==> config.mk <==
export PLATFORM = sky130hd
export DESIGN_NAME = ddr_mode_refresh_control
export DESIGN_NICKNAME = d
export VERILOG_FILES = /design/src/core/ddr_mode_pkg.sv /design/src/core/refresh_timer_if.sv /design/src/core/refresh_timer.sv /design/src/core/ddr_mode_refresh_control.sv
export VERILOG_INCLUDE_DIRS = /design/src /design/src/core
export SDC_FILE = /design/constraint.sdc
export NUM_CORES = 1
export LEC_CHECK = 0
export BUFFER_PORTS_ARGS = -buffer_cell sky130_fd_sc_hd__buf_4
export CAP_MARGIN = 30
export CELL_PAD_IN_SITES_DETAIL_PLACEMENT = 0
export CELL_PAD_IN_SITES_GLOBAL_PLACEMENT = 1
export CORE_MARGIN = 2
export CORE_UTILIZATION = 38
export DETAILED_ROUTE_END_ITERATION = 8
export PLACE_DENSITY_LB_ADDON = 0.1
export SYNTH_ARGS = -nofsm -noshare
export SYNTH_HDL_FRONTEND = slang
export SYNTH_SLANG_ARGS = --single-unit
==> constraint.sdc <==
create_clock -name I_CORE_CLK -period 1.88 [get_ports I_CORE_CLK]
set_clock_uncertainty 0.05 [all_clocks]
set_input_delay 0.094 -clock I_CORE_CLK [delete_from_list [all_inputs] [get_ports I_CORE_CLK]]
set_output_delay 0.094 -clock I_CORE_CLK [all_outputs]
set_load 0.01 [all_outputs]
==> src/core/ddr_mode_params.svh <==
// Offsets, field positions, reset values and timing counts
`ifndef DDR_MODE_PARAMS_SVH
`define DDR_MODE_PARAMS_SVH
`define DMC_OFFSET     8'h70
`define DMC_RESET      32'h0000_0081
`define DMC_REV_HI     31
`define DMC_REV_LO     30
`define DMC_INIT_BIT   29
`define DMC_CHANNEL_COUNT_HI    23
`define DMC_CHANNEL_COUNT_LO    22
`define DMC_DATA_INTEGRITY_MODE_HI    21
`define DMC_DATA_INTEGRITY_MODE_LO    20
`define DMC_LOCK_BIT   15
`define DMC_RMS_HI     9
`define DMC_RMS_LO     7
`define DMC_SMS_HI     6
`define DMC_SMS_LO     4
`define DMC_LOW_HI     3
`define DMC_REV_VAL    2'h0
`define DMC_CHANNEL_COUNT_VAL   2'h0
`define DMC_DATA_INTEGRITY_MODE_NOECC 2'h0
`define DMC_LOW_VAL    4'h1
`define RMS_OFF        3'h0
`define RMS_156        3'h1
`define RMS_78         3'h2
`define RMS_FAST       3'h7
`define SMS_POST_RST   3'h0
`define SMS_NOP        3'h1
`define CLK_PERIOD_NS  40
`define REF_156_NS     15600
`define REF_78_NS      7800
`define REF_156_CYC    (`REF_156_NS / `CLK_PERIOD_NS)
`define REF_78_CYC     (`REF_78_NS / `CLK_PERIOD_NS)
`define REF_FAST_CYC   64
`define TRAS_CYC       6
`define TRP_CYC        3
`endif

==> src/core/ddr_mode_pkg.sv <==
// Types shared by the mode and refresh control block
package ddr_mode_pkg;
   typedef enum logic [1:0] {
      REQ_ACT = 2'h0,
      REQ_RD  = 2'h1,
      REQ_WR  = 2'h2
   } req_kind_e;
   typedef enum logic [2:0] {
      CMD_NOP = 3'h0,
      CMD_ACT = 3'h1,
      CMD_RD  = 3'h2,
      CMD_WR  = 3'h3,
      CMD_REF = 3'h4
   } cmd_e;
   typedef enum logic [1:0] {
      PW_HOLD = 2'b01,
      PW_RUN  = 2'b10
   } power_st_e;
endpackage

==> src/core/refresh_timer_if.sv <==
// Link between the mode register and the refresh interval timer
`timescale 1ns/1ps
interface refresh_timer_if;
   logic [2:0] rate;
   logic       enable;
   logic       restart;
   logic       tick;
   modport timer (input rate, input enable, input restart, output tick);
   modport ctrl  (output rate, output enable, output restart, input tick);
endinterface

==> src/core/refresh_timer.sv <==
// Refresh interval counter with rate decode and restart
`timescale 1ns/1ps
`include "ddr_mode_params.svh"
module refresh_timer #(
   parameter int CNT_W = 9
) (
   input wire logic     i_clk,
   input wire logic     i_rst,
   refresh_timer_if.timer tif
);
   logic [CNT_W-1:0] count;
   logic [CNT_W-1:0] next_count;
   logic [CNT_W-1:0] interval;
   logic             at_end;
   logic             tick;

   if ((2 ** CNT_W) <= `REF_156_CYC) begin : g_chk
      $error("CNT_W too small for the slowest refresh interval");
   end

   always_comb begin
      unique case (tif.rate)
         `RMS_156:  interval = CNT_W'(`REF_156_CYC);
         `RMS_78:   interval = CNT_W'(`REF_78_CYC);
         `RMS_FAST: interval = CNT_W'(`REF_FAST_CYC);
         default:   interval = '1;
      endcase
   end

   assign at_end     = count == interval - CNT_W'(1);
   assign next_count = (tif.restart || !tif.enable || at_end) ? '0
                       : count + CNT_W'(1);
   assign tif.tick   = tick;

   always_ff @(posedge i_clk) begin
      if (i_rst) begin
         count <= '0;
         tick  <= 1'b0;
      end else begin
         count <= next_count;
         tick  <= tif.enable && !tif.restart && at_end;
      end
   end
endmodule

==> src/core/ddr_mode_refresh_control.sv <==
// Mode register, refresh control and command gating for one DDR channel
//
// Implementation choice: register access over APB.
`timescale 1ns/1ps
`include "ddr_mode_params.svh"
module ddr_mode_refresh_control
   import ddr_mode_pkg::*;
#(
   parameter int ADDR_W = 8,
   parameter int BANKS  = 4,
   parameter int CKE_N  = 2
) (
   input  wire logic                    I_CORE_CLK,
   input  wire logic                    I_RST,
   input  wire logic                    I_PSEL,
   input  wire logic                    I_PENABLE,
   input  wire logic                    I_PWRITE,
   input  wire logic [ADDR_W-1:0]       I_PADDR,
   input  wire logic [31:0]             I_PWDATA,
   input  wire logic [3:0]              I_PSTRB,
   output      logic [31:0]             O_PRDATA,
   output      logic                    O_PREADY,
   output      logic                    O_PSLVERR,
   input  wire logic                    I_REQ_VALID,
   input  wire ddr_mode_pkg::req_kind_e I_REQ_KIND,
   input  wire logic [$clog2(BANKS)-1:0] I_REQ_BANK,
   input  wire logic                    I_REQ_AP,
   output      logic                    O_REQ_READY,
   output      ddr_mode_pkg::cmd_e      O_CMD,
   output      logic [$clog2(BANKS)-1:0] O_CMD_BANK,
   output      logic                    O_CMD_AP,
   output      logic [CKE_N-1:0]        O_CKE,
   output      logic                    O_REFRESH_ON,
   output      logic                    O_ECC_OE,
   output      logic                    O_ECC_SENSE_EN,
   output      logic                    O_RMW_EN
);
   import ddr_mode_pkg::*;

   localparam int BW = $clog2(BANKS);
   localparam int TW = 4;

   if (ADDR_W < 7 || BANKS < 2 || CKE_N < 1) begin : g_chk
      $error("unsupported parameter values");
   end
   if (`TRAS_CYC >= 2 ** TW || `TRP_CYC >= 2 ** TW) begin : g_chk_t
      $error("timing counts exceed counter width");
   end

   // Mode register fields
   logic        init_done;
   logic        lockout;
   logic [2:0]  refresh_rate_select;
   logic [2:0]  special_mode_select;
   power_st_e   pw_st;
   power_st_e   next_pw_st;

   // Bus decode
   wire         setup   = I_PSEL && !I_PENABLE;
   wire         hit     = I_PADDR == ADDR_W'(`DMC_OFFSET);
   wire         fire    = I_PSEL && I_PENABLE && O_PREADY;
   wire         wr_fire = fire && I_PWRITE && hit;
   wire [31:0]  wmask   = {{8{I_PSTRB[3]}}, {8{I_PSTRB[2]}},
                           {8{I_PSTRB[1]}}, {8{I_PSTRB[0]}}};
   logic [31:0] rd_val;
   wire  [31:0] merged  = (I_PWDATA & wmask) | (rd_val & ~wmask);
   wire  [2:0]  new_rms = merged[`DMC_RMS_HI:`DMC_RMS_LO];
   wire  [2:0]  new_sms = merged[`DMC_SMS_HI:`DMC_SMS_LO];

   // Read-only fields are constants; the no-ECC mode cannot be changed
   always_comb begin
      rd_val = '0;
      rd_val[`DMC_REV_HI:`DMC_REV_LO]   = `DMC_REV_VAL;
      rd_val[`DMC_INIT_BIT]             = init_done;
      rd_val[`DMC_CHANNEL_COUNT_HI:`DMC_CHANNEL_COUNT_LO] = `DMC_CHANNEL_COUNT_VAL;
      rd_val[`DMC_DATA_INTEGRITY_MODE_HI:`DMC_DATA_INTEGRITY_MODE_LO] = `DMC_DATA_INTEGRITY_MODE_NOECC;
      rd_val[`DMC_LOCK_BIT]             = lockout;
      rd_val[`DMC_RMS_HI:`DMC_RMS_LO]   = refresh_rate_select;
      rd_val[`DMC_SMS_HI:`DMC_SMS_LO]   = special_mode_select;
      rd_val[`DMC_LOW_HI:0]             = `DMC_LOW_VAL;
   end

   always_ff @(posedge I_CORE_CLK) begin
      if (I_RST) begin
         O_PREADY  <= 1'b0;
         O_PRDATA  <= '0;
         O_PSLVERR <= 1'b0;
      end else begin
         O_PREADY  <= setup;
         O_PRDATA  <= (setup && !I_PWRITE && hit) ? rd_val : '0;
         O_PSLVERR <= setup && !hit;
      end
   end

   // Register fields; reset image equals the documented default
   always_ff @(posedge I_CORE_CLK) begin
      if (I_RST) begin
         init_done <= 1'(`DMC_RESET >> `DMC_INIT_BIT);
         lockout   <= 1'(`DMC_RESET >> `DMC_LOCK_BIT);
         refresh_rate_select       <= 3'(`DMC_RESET >> `DMC_RMS_LO);
         special_mode_select       <= `SMS_POST_RST;
      end else if (wr_fire) begin
         init_done <= merged[`DMC_INIT_BIT];
         lockout   <= merged[`DMC_LOCK_BIT];
         refresh_rate_select       <= new_rms;
         special_mode_select       <= new_sms;
      end
   end

   // Clock enables: only a nonzero special mode write releases them
   always_comb begin
      unique case (pw_st)
         PW_HOLD: next_pw_st = (wr_fire && new_sms != `SMS_POST_RST)
                               ? PW_RUN : PW_HOLD;
         PW_RUN:  next_pw_st = PW_RUN;
         default: next_pw_st = PW_HOLD;
      endcase
   end

   always_ff @(posedge I_CORE_CLK) begin
      if (I_RST) begin
         pw_st <= PW_HOLD;
         O_CKE <= '0;
      end else begin
         pw_st <= next_pw_st;
         O_CKE <= {CKE_N{next_pw_st == PW_RUN}};
      end
   end

   // Refresh timer
   refresh_timer_if tif ();
   wire rate_legal = refresh_rate_select == `RMS_156 || refresh_rate_select == `RMS_78
                     || refresh_rate_select == `RMS_FAST;
   assign tif.rate    = refresh_rate_select;
   assign tif.enable  = init_done && rate_legal;
   assign tif.restart = wr_fire && new_rms != refresh_rate_select;

   refresh_timer #(
      .CNT_W (9)
   ) u_timer (
      .i_clk (I_CORE_CLK),
      .i_rst (I_RST),
      .tif   (tif.timer)
   );

   // Request gating and per-bank timing
   logic [TW-1:0] tras_cnt [BANKS];
   logic [TW-1:0] trp_cnt  [BANKS];
   logic [BANKS-1:0] tras_ok;
   logic [BANKS-1:0] trp_ok;
   logic          ref_pend;

   wire nop_mode  = special_mode_select == `SMS_NOP;
   wire running   = pw_st == PW_RUN;
   wire accept    = I_REQ_VALID && O_REQ_READY;
   wire is_act    = I_REQ_KIND == REQ_ACT;
   wire ap_issue  = accept && !is_act && I_REQ_AP && !nop_mode;
   wire act_issue = accept && is_act && !nop_mode;
   wire bank_ok   = nop_mode || (is_act ? trp_ok[I_REQ_BANK]
                    : (!I_REQ_AP || lockout || tras_ok[I_REQ_BANK]));
   wire ref_issue = ref_pend && running && !accept && tif.enable;

   for (genvar b = 0; b < BANKS; b++) begin : g_bank
      wire hit_b = I_REQ_BANK == BW'(b);
      assign tras_ok[b] = tras_cnt[b] == '0;
      assign trp_ok[b]  = trp_cnt[b] == '0;
      always_ff @(posedge I_CORE_CLK) begin
         if (I_RST) begin
            tras_cnt[b] <= '0;
            trp_cnt[b]  <= '0;
         end else begin
            tras_cnt[b] <= (act_issue && hit_b) ? TW'(`TRAS_CYC)
                           : tras_cnt[b] - TW'(!tras_ok[b]);
            trp_cnt[b]  <= (ap_issue && hit_b) ? TW'(`TRP_CYC)
                           : trp_cnt[b] - TW'(!trp_ok[b]);
         end
      end
   end

   // Ready is decided a cycle ahead from held request fields
   wire next_ready = running && I_REQ_VALID && !accept
                     && !ref_pend && bank_ok;

   cmd_e next_cmd;
   always_comb begin
      next_cmd = CMD_NOP;
      if (ref_issue) begin
         next_cmd = CMD_REF;
      end else if (accept && !nop_mode) begin
         unique case (I_REQ_KIND)
            REQ_ACT: next_cmd = CMD_ACT;
            REQ_RD:  next_cmd = CMD_RD;
            REQ_WR:  next_cmd = CMD_WR;
            default: next_cmd = CMD_NOP;
         endcase
      end
   end

   always_ff @(posedge I_CORE_CLK) begin
      if (I_RST) begin
         ref_pend    <= 1'b0;
         O_REQ_READY <= 1'b0;
         O_CMD       <= CMD_NOP;
         O_CMD_BANK  <= '0;
         O_CMD_AP    <= 1'b0;
      end else begin
         // A tick in the issue cycle keeps the request pending; a
         // pending refresh is dropped once refresh is switched off
         ref_pend    <= tif.tick || (ref_pend && !ref_issue && tif.enable);
         O_REQ_READY <= next_ready;
         O_CMD       <= next_cmd;
         O_CMD_BANK  <= accept ? I_REQ_BANK : '0;
         O_CMD_AP    <= ap_issue;
      end
   end

   // No-ECC: the ECC lanes are never driven or sensed
   always_ff @(posedge I_CORE_CLK) begin
      if (I_RST) begin
         O_REFRESH_ON   <= 1'b0;
         O_ECC_OE       <= 1'b0;
         O_ECC_SENSE_EN <= 1'b0;
         O_RMW_EN       <= 1'b0;
      end else begin
         O_REFRESH_ON   <= tif.enable;
         O_ECC_OE       <= 1'b0;
         O_ECC_SENSE_EN <= 1'b0;
         O_RMW_EN       <= 1'b0;
      end
   end
endmodule

# After elaboration in Yosys (flattened, before gate mapping)
# Memory sizes are Yosys's and may differ from the RTL's.
# Index checks and enable logic that the tools add are counted.
# W data, S select, Z words.
[word_totals] mem_count=2 reg_bits=64 output_inout_bits=47 ramBits=32
[memory_table] name="tras_cnt" depth=4 word_bits=4 rd=4 rd_ports_with_merged_regs=0 wr=4 line_no="ddr_mode_refresh_control.sv:147" rtl="logic [TW-1:0] tras_cnt [BANKS];"
[memory_table] name="trp_cnt" depth=4 word_bits=4 rd=4 rd_ports_with_merged_regs=0 wr=4 line_no="ddr_mode_refresh_control.sv:148" rtl="logic [TW-1:0] trp_cnt [BANKS];"
[classes] n_addsub=10 bitwise=15 n_eq_ne=15 n_reduce_logical=79 muxes=31 n_lt_le_gt_ge=1
[ops] op="$mux W4" count=16
[ops] op="$and A30 B30 Y30" count=2
[ops] op="$logic_and A1 B1 Y1" count=37
[ops] op="$logic_not A4 Y1" count=8
[ops] op="$sub A4 B1 Y4" count=8
[ops] op="$not A30 Y30" count=1
[ops] op="$or A30 B30 Y30" count=1
[ops] op="$pmux W9 S3" count=1
[ops] op="$logic_not A1 Y1" count=19
[ops] op="$eq A2 B2 Y1 const B" count=5
[ops] op="$add A9 B1 Y9 const B" count=1
[ops] op="$eq A9 B9 Y1" count=1
[ops] op="$sub A9 B1 Y9 const B" count=1
[ops] op="$eq A8 B7 Y1 const B" count=1
[ops] op="$logic_or A1 B1 Y1" count=8
[ops] op="$or A1 B1 Y1" count=8
[ops] op="$mux W1" count=7
[ops] op="$eq A2 B1 Y1 const B" count=3
[ops] op="$eq A3 B1 Y1 const B" count=2
[ops] op="$pmux W2 S3" count=1
[ops] op="$reduce_or A2 Y1" count=3
[ops] op="$bmux W1 S2" count=2
[ops] op="$logic_not A2 Y1" count=2
[ops] op="$mux W2" count=2
[ops] op="9 further kinds" count=11

# Logic depth before layout (Yosys ltp)
# Gate-level depths: netlist of run 1.
[logic_depth] ltp_word=9 depth_mapped=7

# Hierarchy
# Synthesis of run 1 repeated with hierarchy kept, for this count alone.
[hier_totals] cells_unflattened=399 hier_area_um2=3668.5
[by_module_without_submodules] module="ddr_mode_refresh_control" cells_per_inst=322 n_inst=1 area_each_um2=2985.4
[by_module_without_submodules] module="refresh_timer" cells_per_inst=77 n_inst=1 area_each_um2=683.2

# Worst setup path after synthesis of run 1
# Ideal clock, no wire load.
[synth_path] path_kind="register -> register" startpoint="register refresh_rate_select[1]" endpoint="register u_timer.count[1]" arrival_time_ns=1.533 t_required_ns=1.690 stages_incl_launch_ff=6 setup_ns=0.140 synth_period_minus_slack_ns=1.723 setup_slack_ns=0.157 path_buffers=0 cell_sequence="dfxtp_1 or4b_1 a21oi_1 a41oi_1 nor4_4 nor3b_1"
[synth_between] elab_chain_len=8 word_cells_on_any_way=17 cone_classes="add/sub: 1; eq/ne: 5; mux: 1; bitwise: 2; reduce/logical: 8"
[synth_lines] item="start: declaration" line_no="ddr_mode_refresh_control.sv:53" rtl="logic [2:0] refresh_rate_select;"
[synth_lines] item="start signal: assignment" line_no="ddr_mode_refresh_control.sv:100" rtl="refresh_rate_select <= 3'(`DMC_RESET >> `DMC_RMS_LO);"
[synth_lines] item="start signal: assignment" line_no="ddr_mode_refresh_control.sv:105" rtl="refresh_rate_select <= new_rms;"
[synth_lines] item="branches (longest 6 deep; another with $sub A9 B1 Y9)"
[synth_lines] item="$logic_or A1 B1 Y1 (*)" line_no="refresh_timer.sv:31" rtl="assign next_count = (tif.restart || !tif.enable || at_end) ? '0"
[synth_lines] item="$reduce_or A2 Y1 (no line) (*)"
[synth_lines] item="end signal: assignment" line_no="refresh_timer.sv:40" rtl="count <= next_count;"
[synth_lines] item="end: declaration" line_no="refresh_timer.sv:11" rtl="logic [CNT_W-1:0] count;"
# Every way passes the cells marked *.
# A chain may end at the register's enable or synchronous reset.

# Worst setup path in the final report of run 1
[layout_path] startpoint="register refresh_rate_select[2]" endpoint="register u_timer.tick, in the netlist u_timer.tif.tick"
[layout_between] elab_chain_len=7 word_cells_on_any_way=16 cone_classes="add/sub: 1; eq/ne: 5; mux: 1; bitwise: 2; reduce/logical: 7"
[layout_lines] item="branches (longest 6 deep; another with $sub A9 B1 Y9)"
[layout_lines] item="$logic_and A1 B1 Y1 (*)" line_no="refresh_timer.sv:41" rtl="tick <= tif.enable && !tif.restart && at_end;"
[layout_lines] item="end signal: assignment" line_no="refresh_timer.sv:41"
[layout_lines] item="end: declaration" line_no="refresh_timer.sv:15" rtl="logic tick;"
# Marked as above.

==> results of run 1 <==
==> cells by family (layout without fill, tap and decap cells) <==
| logic type | Yosys count | in the layout | synth area share, % |
|---|---|---|---|
| and+or+nand+nor | 165 | 165 | 24.46 |
| xor gates and xnor gates | 25 | 25 | 6.259 |
| buffers and inverters | 64 | 134 | 9.942 |
| DFF | 73 | 73 | 41.77 |
| AOI/OAI and AO/OA | 51 | 51 | 9.300 |
| other | 1 | 26 | 0.1072 |
| adders and majority gates | 22 | 22 | 7.868 |
| muxes | 1 | 1 | 0.2861 |
==> through the flow <==
stage / hold slack (ps) / setup TNS [ps] / utilization [%]
finish: 20.10 / 0 / 49.74
global route: 9.518 / -201.3 / 49.74
floorplan: 146.4 / 0 / -
global placement: 293.4 / 0 / 44.32
detailed placement: 293.9 / 0 / 44.32
CTS: 0.2158 / 0 / 48.56
==> critical path, stage by stage, from the launching register on <==
cell	delay, ps
dfxtp_4	360
buf_6	120
buf_6	110
nor4bb_2	270
a32o_2	210
o31ai_4	90
nor4_4	260
buf_4	180
nor2b_1	130
==> cell usage in the layout (no fill, tap or decap), types with 2 or more instances in the layout <==
cell / instances
buf_6: 3
and3_1: 4
nand4b_1: 2
nand3_1: 13
o21ai_0: 2
nor2_1: 40
xor2_1: 12
nand4_1: 2
and2_1: 11
ha_1: 22
nand2b_1: 5
inv_1: 25
nand2_1: 35
clkbuf_8: 11
nor3_1: 25
nor2b_1: 4
dfxtp_2: 2
xnor2_1: 12
o22ai_1: 3
nand3b_1: 2
dlygate4sd3_1: 17
or4_1: 8
o41ai_2: 2
dfxtp_1: 70
a21oi_1: 30
conb_1: 26
buf_4: 73
==> layout make-up <==
type | count | share of cell area (%)
multi-input cells | 290 | 41.04
flip-flops and latches | 73 | 32.55
repair buffers | 93 | 16.68
clock buffers | 12 | 3.441
well taps | 111 | 3.080
inverters | 25 | 2.081
clock inverters | 4 | 1.138
==> power by group <==
group          internal, uW  total, uW  switching, uW
Clock                   687       1270            580
Combinational           708       1370            659
Sequential             1820       1980            160
Total                  3220       4610           1400
==> worst max-delay path by stage <==
stage / start / end / slack [ps] / depth (start not counted)
after floorplan: refresh_rate_select[1] / u_timer.count[1] / 160 / 5
after global placement: refresh_rate_select[1] / u_timer.tif.tick / 30 / 6
after detailed placement: refresh_rate_select[1] / u_timer.count[1] / 4 / 7
after CTS: refresh_rate_select[1] / u_timer.tif.tick / 20 / 6
after global routing: refresh_rate_select[2] / u_timer.tif.tick / -60 / 8
final: refresh_rate_select[2] / u_timer.tif.tick / 40 / 8
==> sequential cells by signal, summed over array words and instances (netlist names), named ones only <==
register	cells
O_CMD_AP	1
u_timer.count	9
O_REFRESH_ON	1
special_mode_select	3
ref_pend	1
trp_cnt	16
O_PRDATA	9
pw_st	2
O_CMD_BANK	2
u_timer.tif.tick	1
refresh_rate_select	3
O_CMD	3
O_CKE	1
O_REQ_READY	1
O_PSLVERR	1
tras_cnt	16
O_PREADY	1
==> timing repair <==
action	CTS	global route
pin swaps	0	4
gates resized for setup	1	18
endpoints found under the hold margin	12	0
endpoints found under the setup margin	1	14
buffers inserted	0	4
hold buffers	17	0
==> routing by layer <==
layer | vias to the layer above | global-route usage (%)
li1 | 1495 | -
met1 | 1303 | 21.25
met2 | 44 | 23.75
met3 | 10 | 2.786
met4 | 0 | 6.322
met5 | - | 0
==> out/results.tsv, run 1 <==
stage	metric	value	unit
setup_path	start_kind	register	
final_layout	multiInputGateArea	0.001851	sq mm
global_route	antenna_found_initial	0	
drt	drc	0	
setup_path	reg2reg_depth	8	
drt	wl_per_cell	12.39	um
timing	rsz0062_at_grt	yes	
floorplan	die_area	0.009990	sq mm
drt	viasPerCell	4.691	
synth	ys_ff_latch	73	
drt	wl_met2	3430	um
synth	synth_top_area_cell	dfxtp_1	
worst_hold_path	hold_path_class	in2reg	
placement	pre_cts_ws	4.038	ps
floorplan	io-pin-count	102	
clock_tree	cts_tree	built	
synth	yosysTopAreaCellShare	41.77	%
global_route	gr-usage-all-layers	15.38	%
timing	final_hold_viol_count	0	
timing	fmax	544.7	MHz
drt	drt_iter0_drc	68	
clock_tree	clk_pin_slew	70	ps
synth	synth_most_common_cell	dfxtp_1	
floorplan	die_h	99.95	um
power_and_ir_drop	p_total	4615	uW
floorplan	rows	35	
timing	post-route-period-util	97.66	%
drt	wl_met3	200	um
final_layout	diodes	0	
floorplan	fp.dieW	99.95	um
setup_path	cp-end-kind	register	
final_layout	nFillCells	897	
final_layout	nets	569	
drt	dr.max_layer_used	met4	
placement	dpl-instance-area	0.004018	sq mm
synth	syn_avg_cell_area	8.702	sq um
global_route	grt_max_degree	46	
placement	place_congestion	0.7486	
placement	portBuffers	50	
synth	yosysUniqueCellTypes	52	
global_route	grt_first_pass_wirelength	12230	um
synth	synth_top_flop_cell	dfxtp_1	
worst_hold_path	hold_start	I_PSTRB[1]	
drt	wirelength	7531	um
setup_path	regToRegEndpoint	u_timer.tif.tick	
synth	ys_top_cells_by_count	73 x dfxtp_1, 40 x nor2_1, 35 x nand2_1	
drt	wl_met1	3804	um
final_layout	regArea	0.001468	sq mm
clock_tree	clock_path_buffers	2	
global_route	overflow	0	
placement	dp_hpwl	5382	um
synth	synth_edf_count	0	
floorplan	core_area	0.009065	sq mm
clock_tree	htree_num_levels	3	
timing	setup_viol	0	
status	outcome	finished clean	
floorplan	start_util	38.59	%
synth	async_flop_share	0	%
setup_path	arrival	2060	ps
worst_hold_path	worst_hold_path.endpoint	refresh_rate_select[1]	
timing	report.final.slew_viol_count	0	
synth	syn-cell-area	0.003498	sq mm
synth	synth_area_leaders	dfxtp_1 42%, ha_1 7.9%, buf_4 5.8%, a21oi_1 4.4%, nor2_1 4.3%	
final_layout	areaGrowthSynthToFinish	28.90	%
final_layout	fin_cells	608	
power_and_ir_drop	power_density	1023	mW/mm^2
drt	first_pass_iters	4	
synth	syn_inst	402	
clock_tree	cts_sinks	73	
clock_tree	cts_made_buffers	9	
setup_path	reg2reg_from	refresh_rate_select[2]	
drt	vias	2852	
setup_path	rrSetupSlack	40	ps
job	max-cap-violations	0	
setup_path	path_class	reg2reg	
setup_path	path_max_fanout	7	
synth	ys_seq_area_share	41.77	%
worst_hold_path	whs_path_depth	3	
power_and_ir_drop	p_leak	0.001961	uW
final_layout	design_area	0.004509	sq mm
synth	yosys_warnings	0	
power_and_ir_drop	peakVddDrop	375.4	uV
final_layout	drive_gt1_share	22.54	%
setup_path	worstPathRequired	2100	ps
timing	min_period	1836	ps
clock_tree	cts-root-buf	clkbuf_8	
global_route	grt_pass1_vias	2590	
timing	worst_slack	44.00	ps
drt	route.antenna.remaining_nets	0	
clock_tree	clk_latency	340	ps
placement	dp_cells	571	
Power figures use the tool's default switching activity.
==> run 2, diff against run 1 <==
--- a/config.mk
+++ b/config.mk
@@ -6,7 +6,7 @@
 export SDC_FILE = /design/constraint.sdc
 export NUM_CORES = 1
 export LEC_CHECK = 0
-export BUFFER_PORTS_ARGS = -buffer_cell sky130_fd_sc_hd__buf_4
+export BUFFER_PORTS_ARGS = -buffer_cell sky130_fd_sc_hd__buf_2
 export CAP_MARGIN = 30
 export CELL_PAD_IN_SITES_DETAIL_PLACEMENT = 0
 export CELL_PAD_IN_SITES_GLOBAL_PLACEMENT = 1
==> out/results.tsv, run 2 (same netlist as run 1, synthesis figures left out) <==
stage	metric	value	unit	change
timing	final.setup.tns	0	ps	unchanged
final_layout	diodes	0		unchanged
timing	setup_viol	0		unchanged
clock_tree	cts_tree	built		
setup_path	path_class	reg2reg		
timing	report.final.slew_viol_count	0		unchanged
drt	vias	2862		+0.35%
drt	wl_per_cell	12.47	um	+0.68%
setup_path	path_max_fanout	7		unchanged
timing	fin_hold_ws	14.30	ps	-5.796 ps
drt	route.antenna.remaining_nets	0		unchanged
global_route	grt.busiest_layer	met2		
global_route	grt_pass1_vias	2659		+2.7%
placement	dp_cells	570		-0.18%
floorplan	start_util	38.59	%	unchanged
global_route	met2_usage	25.16	%	+1.4 points
final_layout	drive_gt1_share	22.56	%	+0.026 points
final_layout	final_util	47.94	%	-1.8 points
clock_tree	cts-root-buf	clkbuf_8		
clock_tree	cts_made_buffers	9		unchanged
power_and_ir_drop	p_leak	0.001918	uW	-2.2%
drt	first_pass_iters	4		unchanged
final_layout	fin_cells	603		-0.82%
timing	post-route-period-util	96.59	%	-1.1 points
setup_path	cp-end-kind	register		
final_layout	layout_common_cells	71 x dfxtp_1, 50 x buf_2, 40 x nor2_1		
status	outcome	finished clean		
clock_tree	clk_pin_slew	90	ps	+20 ps
placement	dp_hpwl	5490	um	+2.0%
worst_hold_path	hold_path_class	in2reg		
clock_tree	htree_num_levels	3		unchanged
global_route	grt_max_degree	46		unchanged
timing	fmax	550.7	MHz	+1.1%
timing	rsz0062_at_grt	yes		
placement	portBuffers	50		unchanged
floorplan	die_h	99.95	um	unchanged
job	max-cap-violations	0		unchanged
floorplan	core_area	0.009065	sq mm	unchanged
setup_path	arrival	2050	ps	about the same
placement	place_congestion	0.7429		-0.76%
clock_tree	cts_sinks	73		unchanged
final_layout	areaGrowthSynthToFinish	24.21	%	
clock_tree	clk_latency	340	ps	about the same
floorplan	rows	35		unchanged
drt	wirelength	7520	um	-0.15%
drt	drc	0		unchanged
setup_path	start_kind	register		
drt	drt_iter0_drc	56		-18%
power_and_ir_drop	power_density	1079	mW/mm^2	+5.4%
drt	viasPerCell	4.746		+1.2%
final_layout	layout_commonest_cell	dfxtp_1		
floorplan	die_area	0.009990	sq mm	unchanged
floorplan	fp.dieW	99.95	um	unchanged
power_and_ir_drop	peakVddDrop	385.6	uV	+2.7%
final_layout	reg_top3	tras_cnt x16, trp_cnt x16		
global_route	met3_usage	3.134	%	+0.35 points
global_route	grt_util_met1	20.43	%	-0.82 points
final_layout	nets	564		-0.88%
setup_path	worstPathRequired	2120	ps	+20 ps
global_route	antenna_found_initial	0		unchanged
floorplan	io-pin-count	102		unchanged
global_route	overflow	0		unchanged
global_route	grt_first_pass_wirelength	12220	um	about the same
clock_tree	clock_path_buffers	2		unchanged
global_route	gr-usage-all-layers	15.44	%	+0.052 points
timing	final_hold_viol_count	0		unchanged
timing	min_period	1816	ps	-20.09 ps
[run 2: cell count changes in the layout (fill, tap and decap cells not counted), moves of 2 or more]
cell,delta
buf_4,-50
clkbuf_8,-2
dlygate4sd3_1,-5
buf_2,+50
[run 2: stage by stage]
| stage | setup slack, ps | instance area [sq um] | total power, uW |
|---|---|---|---|
| floorplan | 157.0 | 3592 | 3137 |
| global placement | 7.703 | 3885 | 3330 |
| detailed placement | -20.95 | 3885 | 3360 |
| CTS | 8.347 | 4234 | 4750 |
| global route | -51.90 | 4345 | 5085 |
| finish | 64.09 | 4345 | 4689 |
[run 2: critical path, cell delays in order, from the launching register on]
cell and delay [ps]:
dfxtp_2 340, buf_6 120, or3b_4 420, buf_6 140
nand2_4 60, o31ai_4 70, nor4_4 280, buf_6 160
nor2b_4 120
[run 2: final cells by class]
cell class                 count  area [sq um]
clock inverter                 6         92.59
sequential                    73          1464
clock buffer                  10         127.6
tap                          111         138.9
timing repair buffer          88         576.8
multi-input combinational    290          1852
inverter                      25         93.84
fill                         921          4720
[run 2: power breakdown]
part           switching [uW]  total, uW  internal (uW)  leakage (uW)
combinational             660       1350            685       0.00122
clock                     608       1360            752      0.000103
sequential                160       1980           1820      0.000598
[run 2: timing repair]
action / in CTS / in global routing
buffers inserted: 0 / 5
hold endpoints to repair: 10 / 0
hold buffers: 12 / 0
endpoints found under the setup margin: 7 / 10
pin swaps: 0 / 5
resized for setup: 2 / 16
[run 2: path summary, 6_finish.rpt]
check	end	slack [ps]	start	cells after the start
worst max-delay path	u_timer.tif.tick	60	refresh_rate_select[2]	8
worst min-delay path	O_PREADY	10	I_RST	3
worst max register to register	u_timer.tif.tick	60	refresh_rate_select[2]	8
worst min register to register	ref_pend	400	u_timer.tif.tick	2
[run 2: metal layers]
metal / routed length [um] / vias up
li1: - / 1480
met1: 3633 / 1332
met2: 3584 / 43
met3: 214 / 7
met4: 88 / 0
met5: 0 / -
